--- src/hdl/ssr_pkg.sv ---
package ssr_pkg;

  // register geometry and reset values
  localparam int          SR_WIDTH     = 16;
  localparam logic [15:0] SHIFT_RST    = 16'h0000;
  localparam logic [15:0] STORE_RST    = 16'h0000;
  // flip-flops between a pin and the first logic that reads it
  localparam int          SYNC_STAGES  = 2;
  localparam int          CTRL_BITS    = 5;

  // pin levels after synchronisation, all in the MCLK domain
  typedef struct packed {
    logic cs_n;
    logic rd_wr;
    logic shift_strobe;
    logic mode_or_store_strobe;
    logic serial_in;
  } ssr_ctrl_t;

  // what the serial pin does in a given cycle
  typedef struct packed {
    logic drive;
    logic level;
  } ssr_pin_t;

endpackage

--- src/hdl/ssr_shift_store.sv ---
`timescale 1ns/1ps
// How it works
// sixteen-bit shift and storage registers together
// one three-state pin for serial in/out
// storage clear low clears storage immediately
// store strobe copies shift register into storage
// storage register drives the parallel outputs
// parallel load copies storage into shift register
// chip select high ignores both strobes
// chip select high releases the serial pin
// storage clear works regardless of chip select
// host keeps shift strobe low raising select
// host keeps store strobe low dropping select
// each shift moves bits toward the MSB
module ssr_shift_store #(
  parameter int WIDTH = ssr_pkg::SR_WIDTH
) (
  // clock and reset
  input  wire logic             MCLK,
  input  wire logic             RST,
  // control pins, all asynchronous to MCLK
  input  wire logic             CS_N,
  input  wire logic             RD_WR,
  input  wire logic             SHIFT_STROBE,
  input  wire logic             MODE_OR_STORE_STROBE,
  input  wire logic             STORAGE_CLEAR_N,
  // serial pin, split into its three signals
  input  wire logic             SERIAL_IO_PIN_I,
  output logic                  SERIAL_IO_PIN_O,
  output logic                  SERIAL_IO_PIN_OE,
  // parallel outputs
  output logic [WIDTH-1:0]      PARALLEL_OUT_BIT
);

  initial
  begin
    if (WIDTH != ssr_pkg::SR_WIDTH)
      $error("ssr_shift_store supports only the documented width");
  end

  ssr_pkg::ssr_ctrl_t ctrl_s;
  logic               shift_prev_q;
  logic               store_prev_q;
  logic               shift_fall;
  logic               store_rise;
  logic [WIDTH-1:0]   shift_q;
  logic [WIDTH-1:0]   shift_d;
  logic [WIDTH-1:0]   store_q;
  ssr_pkg::ssr_pin_t  pin_q;
  ssr_pkg::ssr_pin_t  pin_d;

  ssr_sync #(
    .W      (ssr_pkg::CTRL_BITS),
    .STAGES (ssr_pkg::SYNC_STAGES)
  ) u_sync (
    .clk     (MCLK),
    .rst     (RST),
    .async_i ({CS_N, RD_WR, SHIFT_STROBE, MODE_OR_STORE_STROBE, SERIAL_IO_PIN_I}),
    .sync_o  (ctrl_s)
  );

  // previous synchronised strobe levels for edge detection
  always_ff @(posedge MCLK)
  begin
    if (RST)
    begin
      shift_prev_q <= 1'b0;
      store_prev_q <= 1'b0;
    end
    else
    begin
      shift_prev_q <= ctrl_s.shift_strobe;
      store_prev_q <= ctrl_s.mode_or_store_strobe;
    end
  end

  // strobes count only with select low; a select change alone is no edge,
  // so the host's care around select transitions is not needed here
  assign shift_fall = shift_prev_q & ~ctrl_s.shift_strobe & ~ctrl_s.cs_n;
  assign store_rise = ~store_prev_q & ctrl_s.mode_or_store_strobe & ~ctrl_s.cs_n
                      & ~ctrl_s.rd_wr;

  // one stage toward the MSB, the new bit enters at bit 0
  function automatic logic [WIDTH-1:0] step_up(input logic [WIDTH-1:0] word,
                                               input logic             bit_in);
    return {word[WIDTH-2:0], bit_in};
  endfunction

  // shift register next value
  always_comb
  begin
    shift_d = shift_q;
    if (shift_fall)
    begin
      if (!ctrl_s.rd_wr)
        shift_d = step_up(shift_q, ctrl_s.serial_in);
      else if (!ctrl_s.mode_or_store_strobe)
        shift_d = step_up(shift_q, shift_q[WIDTH-1]);
      else
        shift_d = store_q;
    end
  end

  always_ff @(posedge MCLK)
  begin
    if (RST)
      shift_q <= ssr_pkg::SHIFT_RST;
    else
      shift_q <= shift_d;
  end

  // clear acts without the clock and whatever the select level;
  // its release is not synchronised, so keep it away from a store edge
  always_ff @(posedge MCLK or negedge STORAGE_CLEAR_N)
  begin
    if (!STORAGE_CLEAR_N)
      store_q <= ssr_pkg::STORE_RST;
    else if (RST)
      store_q <= ssr_pkg::STORE_RST;
    else if (store_rise)
      store_q <= shift_q;
  end

  assign PARALLEL_OUT_BIT = store_q;

  // pin drives in read mode only; level is the MSB after any shift
  always_comb
  begin
    pin_d.drive = ~ctrl_s.cs_n & ctrl_s.rd_wr;
    pin_d.level = shift_d[WIDTH-1];
  end

  always_ff @(posedge MCLK)
  begin
    if (RST)
      pin_q <= '0;
    else
      pin_q <= pin_d;
  end

  assign SERIAL_IO_PIN_OE = pin_q.drive;
  assign SERIAL_IO_PIN_O  = pin_q.level & pin_q.drive;

  // checks
  a_clear_empties: assert property (@(posedge MCLK)
    !STORAGE_CLEAR_N |-> PARALLEL_OUT_BIT == '0)
    else $error("storage not clear while clear is low");

  a_store_copies: assert property (@(posedge MCLK) disable iff (RST)
    store_rise && STORAGE_CLEAR_N |=> PARALLEL_OUT_BIT == $past(shift_q))
    else $error("store strobe did not copy shift register");

  a_load_copies: assert property (@(posedge MCLK) disable iff (RST)
    shift_fall && ctrl_s.rd_wr && ctrl_s.mode_or_store_strobe
    |=> shift_q == $past(store_q))
    else $error("parallel load did not copy storage");

  a_write_shift: assert property (@(posedge MCLK) disable iff (RST)
    shift_fall && !ctrl_s.rd_wr
    |=> shift_q == {$past(shift_q[WIDTH-2:0]), $past(ctrl_s.serial_in)})
    else $error("serial write shift wrong");

  a_read_rotate: assert property (@(posedge MCLK) disable iff (RST)
    shift_fall && ctrl_s.rd_wr && !ctrl_s.mode_or_store_strobe
    |=> SERIAL_IO_PIN_O == $past(shift_q[WIDTH-2]))
    else $error("read did not present next bit");

  a_select_holds: assert property (@(posedge MCLK) disable iff (RST)
    ctrl_s.cs_n && STORAGE_CLEAR_N ##1 STORAGE_CLEAR_N
    |-> $stable(shift_q) && $stable(PARALLEL_OUT_BIT))
    else $error("registers changed while deselected");

  a_select_release: assert property (@(posedge MCLK) disable iff (RST)
    ctrl_s.cs_n |=> !SERIAL_IO_PIN_OE)
    else $error("pin driven while deselected");

  a_write_release: assert property (@(posedge MCLK) disable iff (RST)
    !ctrl_s.rd_wr |=> !SERIAL_IO_PIN_OE)
    else $error("pin driven in write mode");

  a_outputs_follow: assert property (@(posedge MCLK) disable iff (RST)
    !store_rise && STORAGE_CLEAR_N ##1 STORAGE_CLEAR_N |-> $stable(PARALLEL_OUT_BIT))
    else $error("outputs moved without a store");

  a_reset_empties: assert property (@(posedge MCLK)
    RST |=> shift_q == ssr_pkg::SHIFT_RST && !SERIAL_IO_PIN_OE)
    else $error("shift register not reset");

  a_read_drives: assert property (@(posedge MCLK) disable iff (RST)
    !ctrl_s.cs_n && ctrl_s.rd_wr |=> SERIAL_IO_PIN_OE)
    else $error("pin not driven in read mode");

  a_read_presents: assert property (@(posedge MCLK) disable iff (RST)
    !ctrl_s.cs_n && ctrl_s.rd_wr && !shift_fall
    |=> SERIAL_IO_PIN_O == $past(shift_q[WIDTH-1]))
    else $error("read pin does not show the top bit");

  a_pin_quiet: assert property (@(posedge MCLK) disable iff (RST)
    !SERIAL_IO_PIN_OE |-> !SERIAL_IO_PIN_O)
    else $error("pin level up while released");

  a_shift_idle: assert property (@(posedge MCLK) disable iff (RST)
    !shift_fall |=> $stable(shift_q))
    else $error("shift register moved without a shift");

  a_load_keeps_store: assert property (@(posedge MCLK) disable iff (RST)
    ctrl_s.rd_wr && STORAGE_CLEAR_N ##1 STORAGE_CLEAR_N |-> $stable(PARALLEL_OUT_BIT))
    else $error("storage changed in read mode");

  a_deselect_no_edge: assert property (@(posedge MCLK) disable iff (RST)
    ctrl_s.cs_n |-> !shift_fall && !store_rise)
    else $error("strobe taken while deselected");

  a_clear_deselected: assert property (@(posedge MCLK)
    !STORAGE_CLEAR_N && ctrl_s.cs_n |-> PARALLEL_OUT_BIT == '0)
    else $error("clear blocked by select");

endmodule

--- src/hdl/ssr_sync.sv ---
`timescale 1ns/1ps
module ssr_sync #(
  parameter int W      = 1,
  parameter int STAGES = ssr_pkg::SYNC_STAGES
) (
  // clock and reset
  input  wire logic         clk,
  input  wire logic         rst,
  // asynchronous levels in, synchronised levels out
  input  wire logic [W-1:0] async_i,
  output logic      [W-1:0] sync_o
);

  logic [W-1:0] stage_q [STAGES];

  initial
  begin
    if (STAGES < 2)
      $error("ssr_sync needs at least two stages");
  end

  // first stage is read only by the next stage
  always_ff @(posedge clk)
  begin
    if (rst)
    begin
      for (int i = 0; i < STAGES; i++)
        stage_q[i] <= '0;
    end
    else
    begin
      stage_q[0] <= async_i;
      for (int i = 1; i < STAGES; i++)
        stage_q[i] <= stage_q[i-1];
    end
  end

  assign sync_o = stage_q[STAGES-1];

endmodule
--- config.mk ---
export PLATFORM = sky130hd
export DESIGN_NAME = ssr_shift_store
export DESIGN_NICKNAME = d
export VERILOG_FILES = /design/src/hdl/ssr_pkg.sv /design/src/hdl/ssr_shift_store.sv /design/src/hdl/ssr_sync.sv
export SDC_FILE = /design/constraint.sdc
export NUM_CORES = 1
export LEC_CHECK = 0
export BUFFER_PORTS_ARGS = -buffer_cell sky130_fd_sc_hd__buf_2
export CORE_UTILIZATION = 50
export CTS_CLUSTER_DIAMETER = 60
export CTS_CLUSTER_SIZE = 12
export DETAILED_ROUTE_END_ITERATION = 12
export GPL_TIMING_DRIVEN = 0
export PLACE_DENSITY = 0.74
export SLEW_MARGIN = 10
export SYNTH_ARGS = -nofsm -noshare
export SYNTH_HDL_FRONTEND = slang
export SYNTH_SLANG_ARGS = --single-unit
export TNS_END_PERCENT = 100
--- constraint.sdc ---
create_clock -name MCLK -period 1.15 [get_ports MCLK]
set_clock_uncertainty 0.05 [all_clocks]
set_input_delay 0 -clock MCLK [delete_from_list [all_inputs] [get_ports MCLK]]
set_output_delay 0 -clock MCLK [all_outputs]
set_load 0.05 [all_outputs]
Word-level counts from Yosys, hierarchy flattened

Memories as Yosys holds them, arrays and structs flattened.
Index checks and enable logic that the tools add are counted.

Muxes and demuxes: 10
Reductions and logical operators: 1
Bitwise operators: 13

Operators with widths:

| kind               | number |
|---|---|
| 16-bit two-way mux | 5 |
| 5-bit two-way mux  | 2 |
| 1-bit AND          | 7 |
| 1-bit NOT          | 4 |
| 1-bit two-way mux  | 3 |
| 1-bit OR           | 2 |
| 2-bit nonzero test | 1 |

Logic and storage cells: 31
Output and inout bits: 18
Input port bits: 8
Memories kept: 1
Register bits: 35
Bits in writable memories: 10

Memories:

| name           | words | bits a word | read ports | clocked after memory_dff | wr ports | RTL line       | text |
|---|---|---|---|---|---|---|---|
| u_sync.stage_q | 2     | 5           | 2          | 0                        | 2        | ssr_sync.sv:14 | `logic [W-1:0] stage_q [STAGES];` |

Longest topological paths before layout

Gate-level depths: netlist (run 1).

Depth after elaboration: 6
Depth in mapped cells: 6
Mapped depth without buffers: 3

Cells and area by module

A second synthesis (run 1) with hierarchy kept.

Cells, all modules: 159
Area total of the unflattened synthesis: 1752.9 sq um

Modules (own cells, without submodules):

| module          | cells each | sequential area each (sq um) | area each (sq um) | times used |
|---|---|---|---|---|
| ssr_shift_store | 134        | 780.7                        | 1452.6            | 1 |
| ssr_sync        | 25         | 200.2                        | 300.3             | 1 |

Worst setup path after synthesis (run 1)

No wires, ideal clock.

Path type: register to register
Start point: mem u_sync.stage_q[0][6] in the netlist's numbering
End point: reg store_q[10] (netlist: PARALLEL_OUT_BIT[10])
Cell stages (with the launch flop): 7
Arrival time: 1076 ps
Path slack: -97 ps
Path buffers: 3
Setup time: 121 ps
Clock period less this slack: 1247 ps
Path through: dfxtp_1 buf_6 nor2b_4 and2_4 buf_6 buf_6 a22o_1

RTL lines:

| element                | RTL line               | text |
|---|---|---|
| start: declaration     | ssr_sync.sv:14         |  |
| end signal: assignment | ssr_shift_store.sv:117 | `store_q <= ssr_pkg::STORE_RST;` |
| end signal: assignment | ssr_shift_store.sv:119 | `store_q <= ssr_pkg::STORE_RST;` |
| end signal: assignment | ssr_shift_store.sv:121 | `store_q <= shift_q;` |
| end: declaration       | ssr_shift_store.sv:48  | `logic [WIDTH-1:0] store_q;` |

==> results of run 1 <==
state kept, by name (all words and copies together) (netlist names):
signal,cells
SERIAL_IO_PIN_OE,1
store_prev_q,1
shift_prev_q,1
pin_q,1
PARALLEL_OUT_BIT,16
shift_q,15
u_sync.stage_q,10
final timing paths:
check / slack [ns] / to
setup / recovery: -0.15 / shift_q[14]
hold / removal: -0.17 / store_prev_q
setup reg to reg: -0.15 / shift_q[14]
hold reg to reg: 0.39 / u_sync.stage_q[0][8]
max in group asynchronous: 0.74 / PARALLEL_OUT_BIT[0]
min in group asynchronous: 0.01 / PARALLEL_OUT_BIT[13]
what timing repair did:
item	CTS	global route
gates cloned	1	3
pin swaps	24	13
resized for setup	24	15
hold endpoints to repair	22	1
setup buffers	6	9
endpoints found under the setup margin	33	33
logic make-up (layout without fill, tap and decap cells):
group / after synthesis / in the layout / share of synthesized area
AO/OA/AOI/OAI: 33 / 33 / 0.186
buffers and inverters: 14 / 69 / 0.0540
flip-flops: 45 / 45 / 0.558
multiplexers: 1 / 1 / 0.00569
AND/OR/NAND/NOR: 67 / 67 / 0.197
worst max-delay path: cells and delay by family, from the launching register on:
family	cells	cell delay [ns]
AOI/OAI and AO/OA	1	0.20
DFF	1	0.38
buffers and inverters	2	0.28
and+or+nand+nor	2	0.31
metal layers:
layer  part of all wire  global-route usage  up-vias
met2               0.47               0.352       61
met3              0.061              0.0567        7
met4              0.015               0.120        0
met1               0.45               0.290      736
met5                  0                   0        -
li1                   -                   -      679
power by group through the flow:
stage,logic (uW),registers [uW],clock network [uW]
CTS,232,1630,1030
detailed placement,191,1660,0
finish,264,1630,1030
global route,287,1630,1100
floorplan,120,1670,0
global placement,184,1660,0
synthesized netlist by cell type (2+ instances only):
cell / count / area share
sky130_fd_sc_hd__dfxtp_1: 29 / 0.33
sky130_fd_sc_hd__buf_4: 3 / 0.013
sky130_fd_sc_hd__a22o_1: 16 / 0.080
sky130_fd_sc_hd__buf_2: 7 / 0.020
sky130_fd_sc_hd__nor2b_1: 11 / 0.039
sky130_fd_sc_hd__buf_6: 3 / 0.019
sky130_fd_sc_hd__nor3b_1: 2 / 0.0085
sky130_fd_sc_hd__nand2_1: 16 / 0.034
sky130_fd_sc_hd__a311oi_1: 9 / 0.045
sky130_fd_sc_hd__a311oi_2: 6 / 0.051
sky130_fd_sc_hd__nand3_1: 15 / 0.043
sky130_fd_sc_hd__nor2_1: 17 / 0.036
sky130_fd_sc_hd__dfrtp_1: 16 / 0.23
layout make-up:
class | count | area, sq um
multi-input combinational | 101 | 738
clock inverter | 1 | 30.0
clock buffer | 7 | 55.1
buffer | 12 | 116
fill | 263 | 1000
sequential | 45 | 995
timing repair buffer | 49 | 368
tap | 46 | 57.6
per-stage QoR:
step | instance area (sq um) | power [uW]
after floorplan | 1760 | 1790
after global placement | 1950 | 1840
after detailed placement | 1950 | 1850
after CTS | 2220 | 2890
after global routing | 2360 | 3020
final | 2360 | 2920
cell usage in the layout (no fill, tap or decap), types with 2 or more instances in the layout:
| master | Yosys | final |
|---|---|---|
| sky130_fd_sc_hd__a22o_1 | 16 | 16 |
| sky130_fd_sc_hd__a311oi_1 | 9 | 6 |
| sky130_fd_sc_hd__a311oi_2 | 6 | 9 |
| sky130_fd_sc_hd__buf_2 | 7 | 27 |
| sky130_fd_sc_hd__buf_4 | 3 | 14 |
| sky130_fd_sc_hd__buf_6 | 3 | 8 |
| sky130_fd_sc_hd__buf_8 | 0 | 3 |
| sky130_fd_sc_hd__clkbuf_1 | 1 | 2 |
| sky130_fd_sc_hd__clkbuf_4 | 0 | 5 |
| sky130_fd_sc_hd__dfrtp_1 | 16 | 15 |
| sky130_fd_sc_hd__dfxtp_1 | 29 | 25 |
| sky130_fd_sc_hd__dfxtp_4 | 0 | 3 |
| sky130_fd_sc_hd__dlygate4sd3_1 | 0 | 6 |
| sky130_fd_sc_hd__nand2_1 | 16 | 16 |
| sky130_fd_sc_hd__nand3_1 | 15 | 15 |
| sky130_fd_sc_hd__nor2_1 | 17 | 14 |
| sky130_fd_sc_hd__nor2_2 | 0 | 2 |
| sky130_fd_sc_hd__nor2b_1 | 11 | 11 |
| sky130_fd_sc_hd__nor3b_1 | 2 | 2 |
==> out/qor.yml, run 1 <==
result_of_the_run: "finished with violations"
violated_checks: "hold timing, setup timing"
grt_antenna_before_repair: 0
timing.final.max_slew_violations: 0
n_antenna_cell: 0
syn-mean-instance-area_sq_um: 11.0
peakVddDrop_mv: 0.908
timing_worst_setup_path_type: "register to register"
post_layout_nonfiller_instances: 261
post-route-min-period_ns: 1.30
synth.distinct_cells: 23
post_synth_edffs: 0
synthesis.area_sq_um: 1760
internal-power_uw: 2240
setup-tns-final_ns: -2.83
finalNetCount: 222
crit_arrival_ns: 1.53
cts_tree: "built"
clk_path_buf_depth: 2
drc: 0
cts_sinks: 45
min_from: "RST"
cp_slowest_stage_delay_ns: 0.38
number_of_global_route_vias_before_repair: 1285
avgViaCountPerCell: 5.68
path_cells: "nor3b_4, buf_6, buf_8, nor2_4, a311oi_2"
synth-async-reset-ratio: 0.356
comb_power_share: 0.091
fp.dieW_um: 61.3
grt_pass1_wl_um: 5940
mappedNetlistNets: 168
hold-path-cell-count: 2
cp_slowest_cell: "sky130_fd_sc_hd__dfxtp_4"
post-route-period-util: 1.13
detail_route.first_pass.iterations: 4
depth_of_the_most_critical_reg_to_reg_path: 5
path_max_fanout: 5
cellPowerDensity_nw_per_um2: 1240
globalRoute.totalOverflow: 0
avgRoutedWirePerCell_um: 15.5
worst_setup_path_end_kind: "register"
cts-buffers-inserted: 5
initial_core_utilization: 0.523
maxCapViolations: 0
finalSetupViolCount: 32
floorplan.core_area_sq_um: 3360
gp_congestion: 0.761
detail_route.iter0.violations: 143
timing.slew.headroom: 0.674
floorplan.die.height_um: 61.3
cts_root_buffer: "sky130_fd_sc_hd__clkbuf_4"
timing_worst_slew_pin_value_ns: 0.489
r2r_start: "u_sync.stage_q[0][9]"
synth_warnings: 0
timing.hold.ws_ns: -0.166
dpl.cell_count: 231
postLayoutSetupSlackWorst_ns: -0.151
ys.flop_type: "sky130_fd_sc_hd__dfxtp_1"
switching_power_uw: 675
postSynthRegisterBits: 45
drive_above_1_share: 0.400
beginning_of_the_critical_path: "u_sync.stage_q[0][9]"
insertion_delay_ns: 0.36
detail_route.wirelength_um: 4040
hold_viol_final: 1
die_area_sq_um: 3760
switching_share: 0.231
synth_seq_area_share: 0.558
hpwl_um: 2300
port-buffer-count: 25
pre_cts_ws_ns: -0.180
clkPwrFrac: 0.351
startpoint_type: "register"
clk_pin_slew_ns: 0.13
power_frac_seq: 0.558
postLayoutCoreUtil: 0.702
timing.critical_path.required_ns: 1.38
hold_buffers: 6
power.static_leakage_uw: 0.00100
grt_max_degree: 17
max_freq_mhz: 768
rsz0062_at_grt: "yes"
area_growth_pct: 34.1
dr_total_vias: 1483
row_count: 21
gr-usage-all-layers: 0.226
syn_inst: 160
cts.htree.levels: 2
design.portCount: 26
ant_nets: 0
hp-class: "primary input to register"
Power figures use the tool's default switching activity.
==> run 2: changes to the inputs <==
--- a/config.mk
+++ b/config.mk
@@ -6,12 +6,14 @@
 export NUM_CORES = 1
 export LEC_CHECK = 0
 export BUFFER_PORTS_ARGS = -buffer_cell sky130_fd_sc_hd__buf_2
-export CORE_UTILIZATION = 50
+export CELL_PAD_IN_SITES_DETAIL_PLACEMENT = 0
+export CELL_PAD_IN_SITES_GLOBAL_PLACEMENT = 1
+export CORE_UTILIZATION = 39
 export CTS_CLUSTER_DIAMETER = 60
 export CTS_CLUSTER_SIZE = 12
 export DETAILED_ROUTE_END_ITERATION = 12
 export GPL_TIMING_DRIVEN = 0
-export PLACE_DENSITY = 0.74
+export PLACE_DENSITY_LB_ADDON = 0.1
 export SLEW_MARGIN = 10
 export SYNTH_ARGS = -nofsm -noshare
 export SYNTH_HDL_FRONTEND = slang
==> run 2 against run 1 <==
  * The flow still finishes with violations (hold timing, setup timing)
  * Non-clock buffer count shrank 6
  * First-iteration DRC count shrank 36%
  * Register-to-register slack gained 0.08 ns
  * Sequential share of layout area shrank 0.098 points
  * Total power grew 4.3%
  * Critical path depth shrank 1
  * Setup slack gained 0.082 ns
  * Flip-flop and latch count is the same
  * Clock-buffer cell count grew 1
  * Combinational power shrank 3%
  * Sequential power is essentially flat
  * Via count shrank 5.5%
  * Critical endpoint is now PARALLEL_OUT_BIT[7]
==> out/qor.yml, run 2 (synthesized netlist as in run 1, its figures left out) <==
timing.hold.ws_ns: -0.0954
startpoint_type: "register"
avgRoutedWirePerCell_um: 16.0
fin_area_sq_um: 2360
port-buffer-count: 25
setup-tns-final_ns: -1.40
result_of_the_run: "finished with violations"
insertion_delay_ns: 0.30
drc: 0
wl_met1_um: 2090
timing_worst_setup_path_type: "register to register"
cts-buffers-inserted: 5
globalRoute.totalOverflow: 0
timing.critical_path.required_ns: 1.28
route.met3.wl_um: 144
peakVddDrop_mv: 0.660
worst_setup_path_end_kind: "register"
routed-wl-met2_um: 1920
max_freq_mhz: 820
placedInstanceArea_sq_um: 1950
n_antenna_cell: 0
dr_total_vias: 1401
detail_route.first_pass.iterations: 4
power.static_leakage_uw: 0.000973
floorplan.core_area_sq_um: 4350
finalNetCount: 216
crit_arrival_ns: 1.35
hold_buffers: 6
post-route-period-util: 1.06
number_of_global_route_vias_before_repair: 1370
path_max_fanout: 10
grt_pass1_wl_um: 7110
gp_congestion: 0.713
detail_route.wirelength_um: 4170
top_layer: "met4"
r2r_setup_slack_ns: -0.07
post-route-min-period_ns: 1.22
row_count: 24
grt_antenna_before_repair: 0
drive_above_1_share: 0.402
violated_checks: "hold timing, setup timing"
hp-class: "primary input to register"
finalSetupViolCount: 32
initial_core_utilization: 0.404
design.portCount: 26
cts_tree: "built"
fp.dieW_um: 69.2
postLayoutSetupSlackWorst_ns: -0.0693
cts_sinks: 45
cts_root_buffer: "sky130_fd_sc_hd__clkbuf_8"
timing_worst_slew_pin_value_ns: 0.550
hold_viol_final: 1
clk_pin_slew_ns: 0.08
clk_path_buf_depth: 2
hpwl_um: 2550
pre_cts_ws_ns: -0.245
layout_commonest_cell: "sky130_fd_sc_hd__buf_2"
detail_route.iter0.violations: 92
layout.cells.most_common_list: "26 x sky130_fd_sc_hd__buf_2, 24 x sky130_fd_sc_hd__dfxtp_1, 16 x sky130_fd_sc_hd__a22o_1, 16 x sky130_fd_sc_hd__nand2_1"
cts.htree.levels: 2
area_growth_pct: 34.3
fillers: 386
avgViaCountPerCell: 5.37
timing.final.max_slew_violations: 0
grt_max_degree: 17
cellPowerDensity_nw_per_um2: 1290
timing.slew.headroom: 0.633
ff_latch_area_sq_um: 993
ant_nets: 0
postLayoutCoreUtil: 0.543
die_area_sq_um: 4780
multi_input_area_sq_um: 748
max_reg_flops: 16
floorplan.die.height_um: 69.2
gr-usage-all-layers: 0.193
rsz0062_at_grt: "yes"
maxCapViolations: 0
[run 2: cell type report]
type	count	share of cell area
multi-input cells	101	0.317
well taps	52	0.0275
flip-flops and latches	45	0.421
plain buffers	12	0.0503
repair buffers	43	0.138
clock buffers	8	0.0471
[run 2: metal layers]
layer	up-vias	global-route usage
li1	671	-
met1	705	0.266
met2	23	0.298
met3	2	0.0541
met4	0	0.0476
met5	-	0
[run 2: report_power, final]
part / switching (uW) / internal, uW / leakage [uW]
clock: 535 / 622 / 0.0000566
combinational: 139 / 116 / 0.000455
sequential: 29.8 / 1600 / 0.000461
[run 2: final timing paths]
kind / startpoint / to / cells after the start
max in group asynchronous: STORAGE_CLEAR_N / PARALLEL_OUT_BIT[0] / 2
worst max-delay path: u_sync.stage_q[0][8] / PARALLEL_OUT_BIT[7] / 4
worst max register to register: u_sync.stage_q[0][8] / PARALLEL_OUT_BIT[7] / 4
worst min register to register: u_sync.stage_q[0][2] / u_sync.stage_q[0][7] / 1
worst min-delay path: RST / store_prev_q / 2
min in group asynchronous: STORAGE_CLEAR_N / PARALLEL_OUT_BIT[12] / 2
[run 2: critical path, cell delays in order (launching register included)]
cell	delay [ns]
sky130_fd_sc_hd__dfxtp_2	0.35
sky130_fd_sc_hd__nor3_4	0.23
sky130_fd_sc_hd__a21oi_4	0.09
sky130_fd_sc_hd__buf_6	0.15
sky130_fd_sc_hd__a22o_1	0.23
[run 2: per-stage QoR]
stage                     power, uW  std cells
final                          3040        261
after global routing           3170        261
after CTS                      3060        262
after detailed placement       1860        237
after global placement         1850        237
after floorplan                1790        160
[run 2: what timing repair did]
item / CTS / global route
cloned: 3 / 0
pin swaps: 17 / 3
setup endpoints to repair: 33 / 33
setup buffers: 9 / 0
hold endpoints to repair: 22 / 1
resized for setup: 28 / 14
==> run 3: changes to the inputs <==
--- a/config.mk
+++ b/config.mk
@@ -5,10 +5,11 @@
 export SDC_FILE = /design/constraint.sdc
 export NUM_CORES = 1
 export LEC_CHECK = 0
+export ABC_AREA = 1
 export BUFFER_PORTS_ARGS = -buffer_cell sky130_fd_sc_hd__buf_2
 export CELL_PAD_IN_SITES_DETAIL_PLACEMENT = 0
 export CELL_PAD_IN_SITES_GLOBAL_PLACEMENT = 1
-export CORE_UTILIZATION = 39
+export CORE_UTILIZATION = 37
 export CTS_CLUSTER_DIAMETER = 60
 export CTS_CLUSTER_SIZE = 12
 export DETAILED_ROUTE_END_ITERATION = 12
==> run 3 against run 2 <==
  * The run ends with hold timing left
  * Routed wire length increased by 22%
  * Critical path depth is 3 higher
  * Non-clock buffer count is 7 higher
  * First-iteration DRC count increased by 3.3%
  * Cell area increased by 10%
  * Largest cell class unchanged
  * Largest power group unchanged
==> out/qor.yml, run 3 <==
postLayoutCoreUtil: 0.504
crit_buf_inv: 3
beginning_of_the_critical_path: "u_sync.stage_q[0][8]"
grt_pass1_wl_um: 7970
post-route-period-util: 0.980
rsz0062_at_grt: "yes"
result_of_the_run: "finished with violations"
design.portCount: 26
power_frac_seq: 0.539
cts_root_buffer: "sky130_fd_sc_hd__clkbuf_8"
peakVddDrop_mv: 0.612
floorplan.die.height_um: 75.8
drc: 0
grt_antenna_before_repair: 0
critical_path.reg2reg.endpoint: "PARALLEL_OUT_BIT[6]"
top_layer: "met4"
cp_slowest_cell: "sky130_fd_sc_hd__dfxtp_1"
depth_of_the_most_critical_reg_to_reg_path: 7
fillers: 521
synth-async-reset-ratio: 0.356
hold_viol_final: 1
cts-buffers-inserted: 5
power.static_leakage_uw: 0.00138
clkPwrFrac: 0.366
routed-wl-met2_um: 2210
timing_worst_setup_path_type: "register to register"
initial_core_utilization: 0.390
min_from: "RST"
startpoint_type: "register"
synth_seq_area_share: 0.486
die_area_sq_um: 5750
postLayoutSetupSlackWorst_ns: 0.0232
path_max_fanout: 10
ant_nets: 0
cellPowerDensity_nw_per_um2: 1150
detail_route.iter0.violations: 95
layout_commonest_cell: "sky130_fd_sc_hd__nand2_1"
cts_sinks: 45
clk_path_buf_depth: 2
post_synth_edffs: 0
cp_slowest_stage_delay_ns: 0.31
post_synth_main_area_contributors: "sky130_fd_sc_hd__dfxtp_1 29%, sky130_fd_sc_hd__dfrtp_1 20%, sky130_fd_sc_hd__nand2_1 13%"
hp-class: "primary input to register"
area_growth_pct: 29.3
finalNetCount: 339
timing.slew.headroom: 0.718
insertion_delay_ns: 0.30
avgViaCountPerCell: 4.58
ff_latch_area_sq_um: 987
kind_of_cell_with_the_highest_combined_delay_on_the_critical_path: "buffers and inverters"
yosys-top-cells-count: "69 x sky130_fd_sc_hd__nand2_1, 53 x sky130_fd_sc_hd__nor2_1, 48 x sky130_fd_sc_hd__nand3_1, 33 x sky130_fd_sc_hd__inv_1, 29 x sky130_fd_sc_hd__dfxtp_1"
grt_max_degree: 17
route.met3.wl_um: 290
synth_top_area_share: 0.288
switching_power_uw: 747
floorplan.core_area_sq_um: 5170
detail_route.wirelength_um: 5100
hold-path-cell-count: 4
cts_tree: "built"
timing_worst_slew_pin_value_ns: 0.423
timing.hold.ws_ns: -0.00372
drive_above_1_share: 0.214
dr_total_vias: 1841
yosys.area.top_type: "sky130_fd_sc_hd__dfxtp_1"
r2r_setup_slack_ns: 0.02
postSynthRegisterBits: 45
avgRoutedWirePerCell_um: 12.7
fp.dieW_um: 75.8
gp_congestion: 0.738
syn-mean-instance-area_sq_um: 7.26
wl_met1_um: 2490
synth.distinct_cells: 19
hold_crit_endpoint: "PARALLEL_OUT_BIT[13]"
layout.cells.most_common_list: "69 x sky130_fd_sc_hd__nand2_1, 53 x sky130_fd_sc_hd__nor2_1, 48 x sky130_fd_sc_hd__nand3_1, 33 x sky130_fd_sc_hd__inv_1, 27 x sky130_fd_sc_hd__buf_2"
synthesis.area_sq_um: 2020
multi_input_area_sq_um: 798
violated_checks: "hold timing"
crit_arrival_ns: 1.32
syn_inst: 278
n_antenna_cell: 0
ys.flop_type: "sky130_fd_sc_hd__dfxtp_1"
row_count: 26
switching_share: 0.248
globalRoute.totalOverflow: 0
worst_setup_path_end_kind: "register"
path_cells: "buf_6, inv_4, nand3_4, nor2_4, buf_8, nand2_1, nand2_1"
timing.final.max_slew_violations: 0
synth_most_common_cell: "sky130_fd_sc_hd__nand2_1"
max_reg_flops: 16
finalSetupViolCount: 0
pre_cts_ws_ns: -0.174
synth_warnings: 0
port-buffer-count: 24
post-route-min-period_ns: 1.13
comb_power_share: 0.095
clk_pin_slew_ns: 0.08
cts.htree.levels: 2
number_of_global_route_vias_before_repair: 1602
timing.critical_path.required_ns: 1.35
path_common_cell: "sky130_fd_sc_hd__nand2_1"
hpwl_um: 3150
detail_route.first_pass.iterations: 4
gr-usage-all-layers: 0.194
r2r_start: "u_sync.stage_q[0][8]"
internal-power_uw: 2260
mappedNetlistNets: 286
max_freq_mhz: 887
maxCapViolations: 0
-- run 3: layout make-up --
type	count	area share
plain buffers	15	0.0566
clock buffers	7	0.0369
clock inverters	1	0.00192
inverters	37	0.0566
multi-input cells	180	0.306
flip-flops and latches	45	0.379
well taps	70	0.0336
repair buffers	47	0.130
-- run 3: power groups by stage --
stage / Combinational (uW) / Sequential [uW] / Clock (uW)
global placement: 229 / 1660 / 0
global route: 321 / 1630 / 1180
CTS: 272 / 1620 / 1120
floorplan: 149 / 1660 / 0
finish: 285 / 1620 / 1100
detailed placement: 231 / 1660 / 0
-- run 3: kinds of logic after synthesis --
| logic type | after synthesis | synth area share |
|---|---|---|
| compound gates | 3 | 0.00744 |
| simple gates | 177 | 0.373 |
| buf+inv | 53 | 0.133 |
| flops | 45 | 0.486 |
-- run 3: worst max-delay path by stage --
stage / endpoint / depth (start not counted) / slack (ns)
final: PARALLEL_OUT_BIT[6] / 7 / 0.02
after global routing: PARALLEL_OUT_BIT[6] / 7 / -0.05
after CTS: shift_q[7] / 6 / -0.01
after detailed placement: shift_q[12] / 5 / -0.17
after global placement: shift_q[5] / 5 / -0.18
after floorplan: PARALLEL_OUT_BIT[10] / 7 / 0.07
-- run 3: routing by layer --
metal  global-route usage  vias up
met5                    0        -
met4               0.0761        0
met3               0.0423       11
met2                0.294       53
met1                0.267      826
li1                     -      951
-- run 3: repair_timing --
action / CTS / global route
cloned: 1 / 2
endpoints found under the setup margin: 22 / 27
pin swaps: 0 / 3
setup buffers: 2 / 7
hold endpoints to repair: 28 / 0
hold buffers: 11 / 0
resized for setup: 15 / 11
-- run 3: per-stage QoR --
step                instance area, sq um  setup TNS (ns)  cells  power (uW)
finish                              2610               0    402        3010
global route                        2610          -0.690    402        3130
CTS                                 2500         -0.0141    393        3010
detailed placement                  2220           -1.84    372        1890
global placement                    2220           -1.85    372        1880
floorplan                           2020               0    278        1810
-- run 3: worst min-delay path, stage by stage --
cell                      delay (ns)
sky130_fd_sc_hd__buf_12         0.08
sky130_fd_sc_hd__inv_2          0.06
sky130_fd_sc_hd__nand3_1        0.08
sky130_fd_sc_hd__o21ai_0        0.08
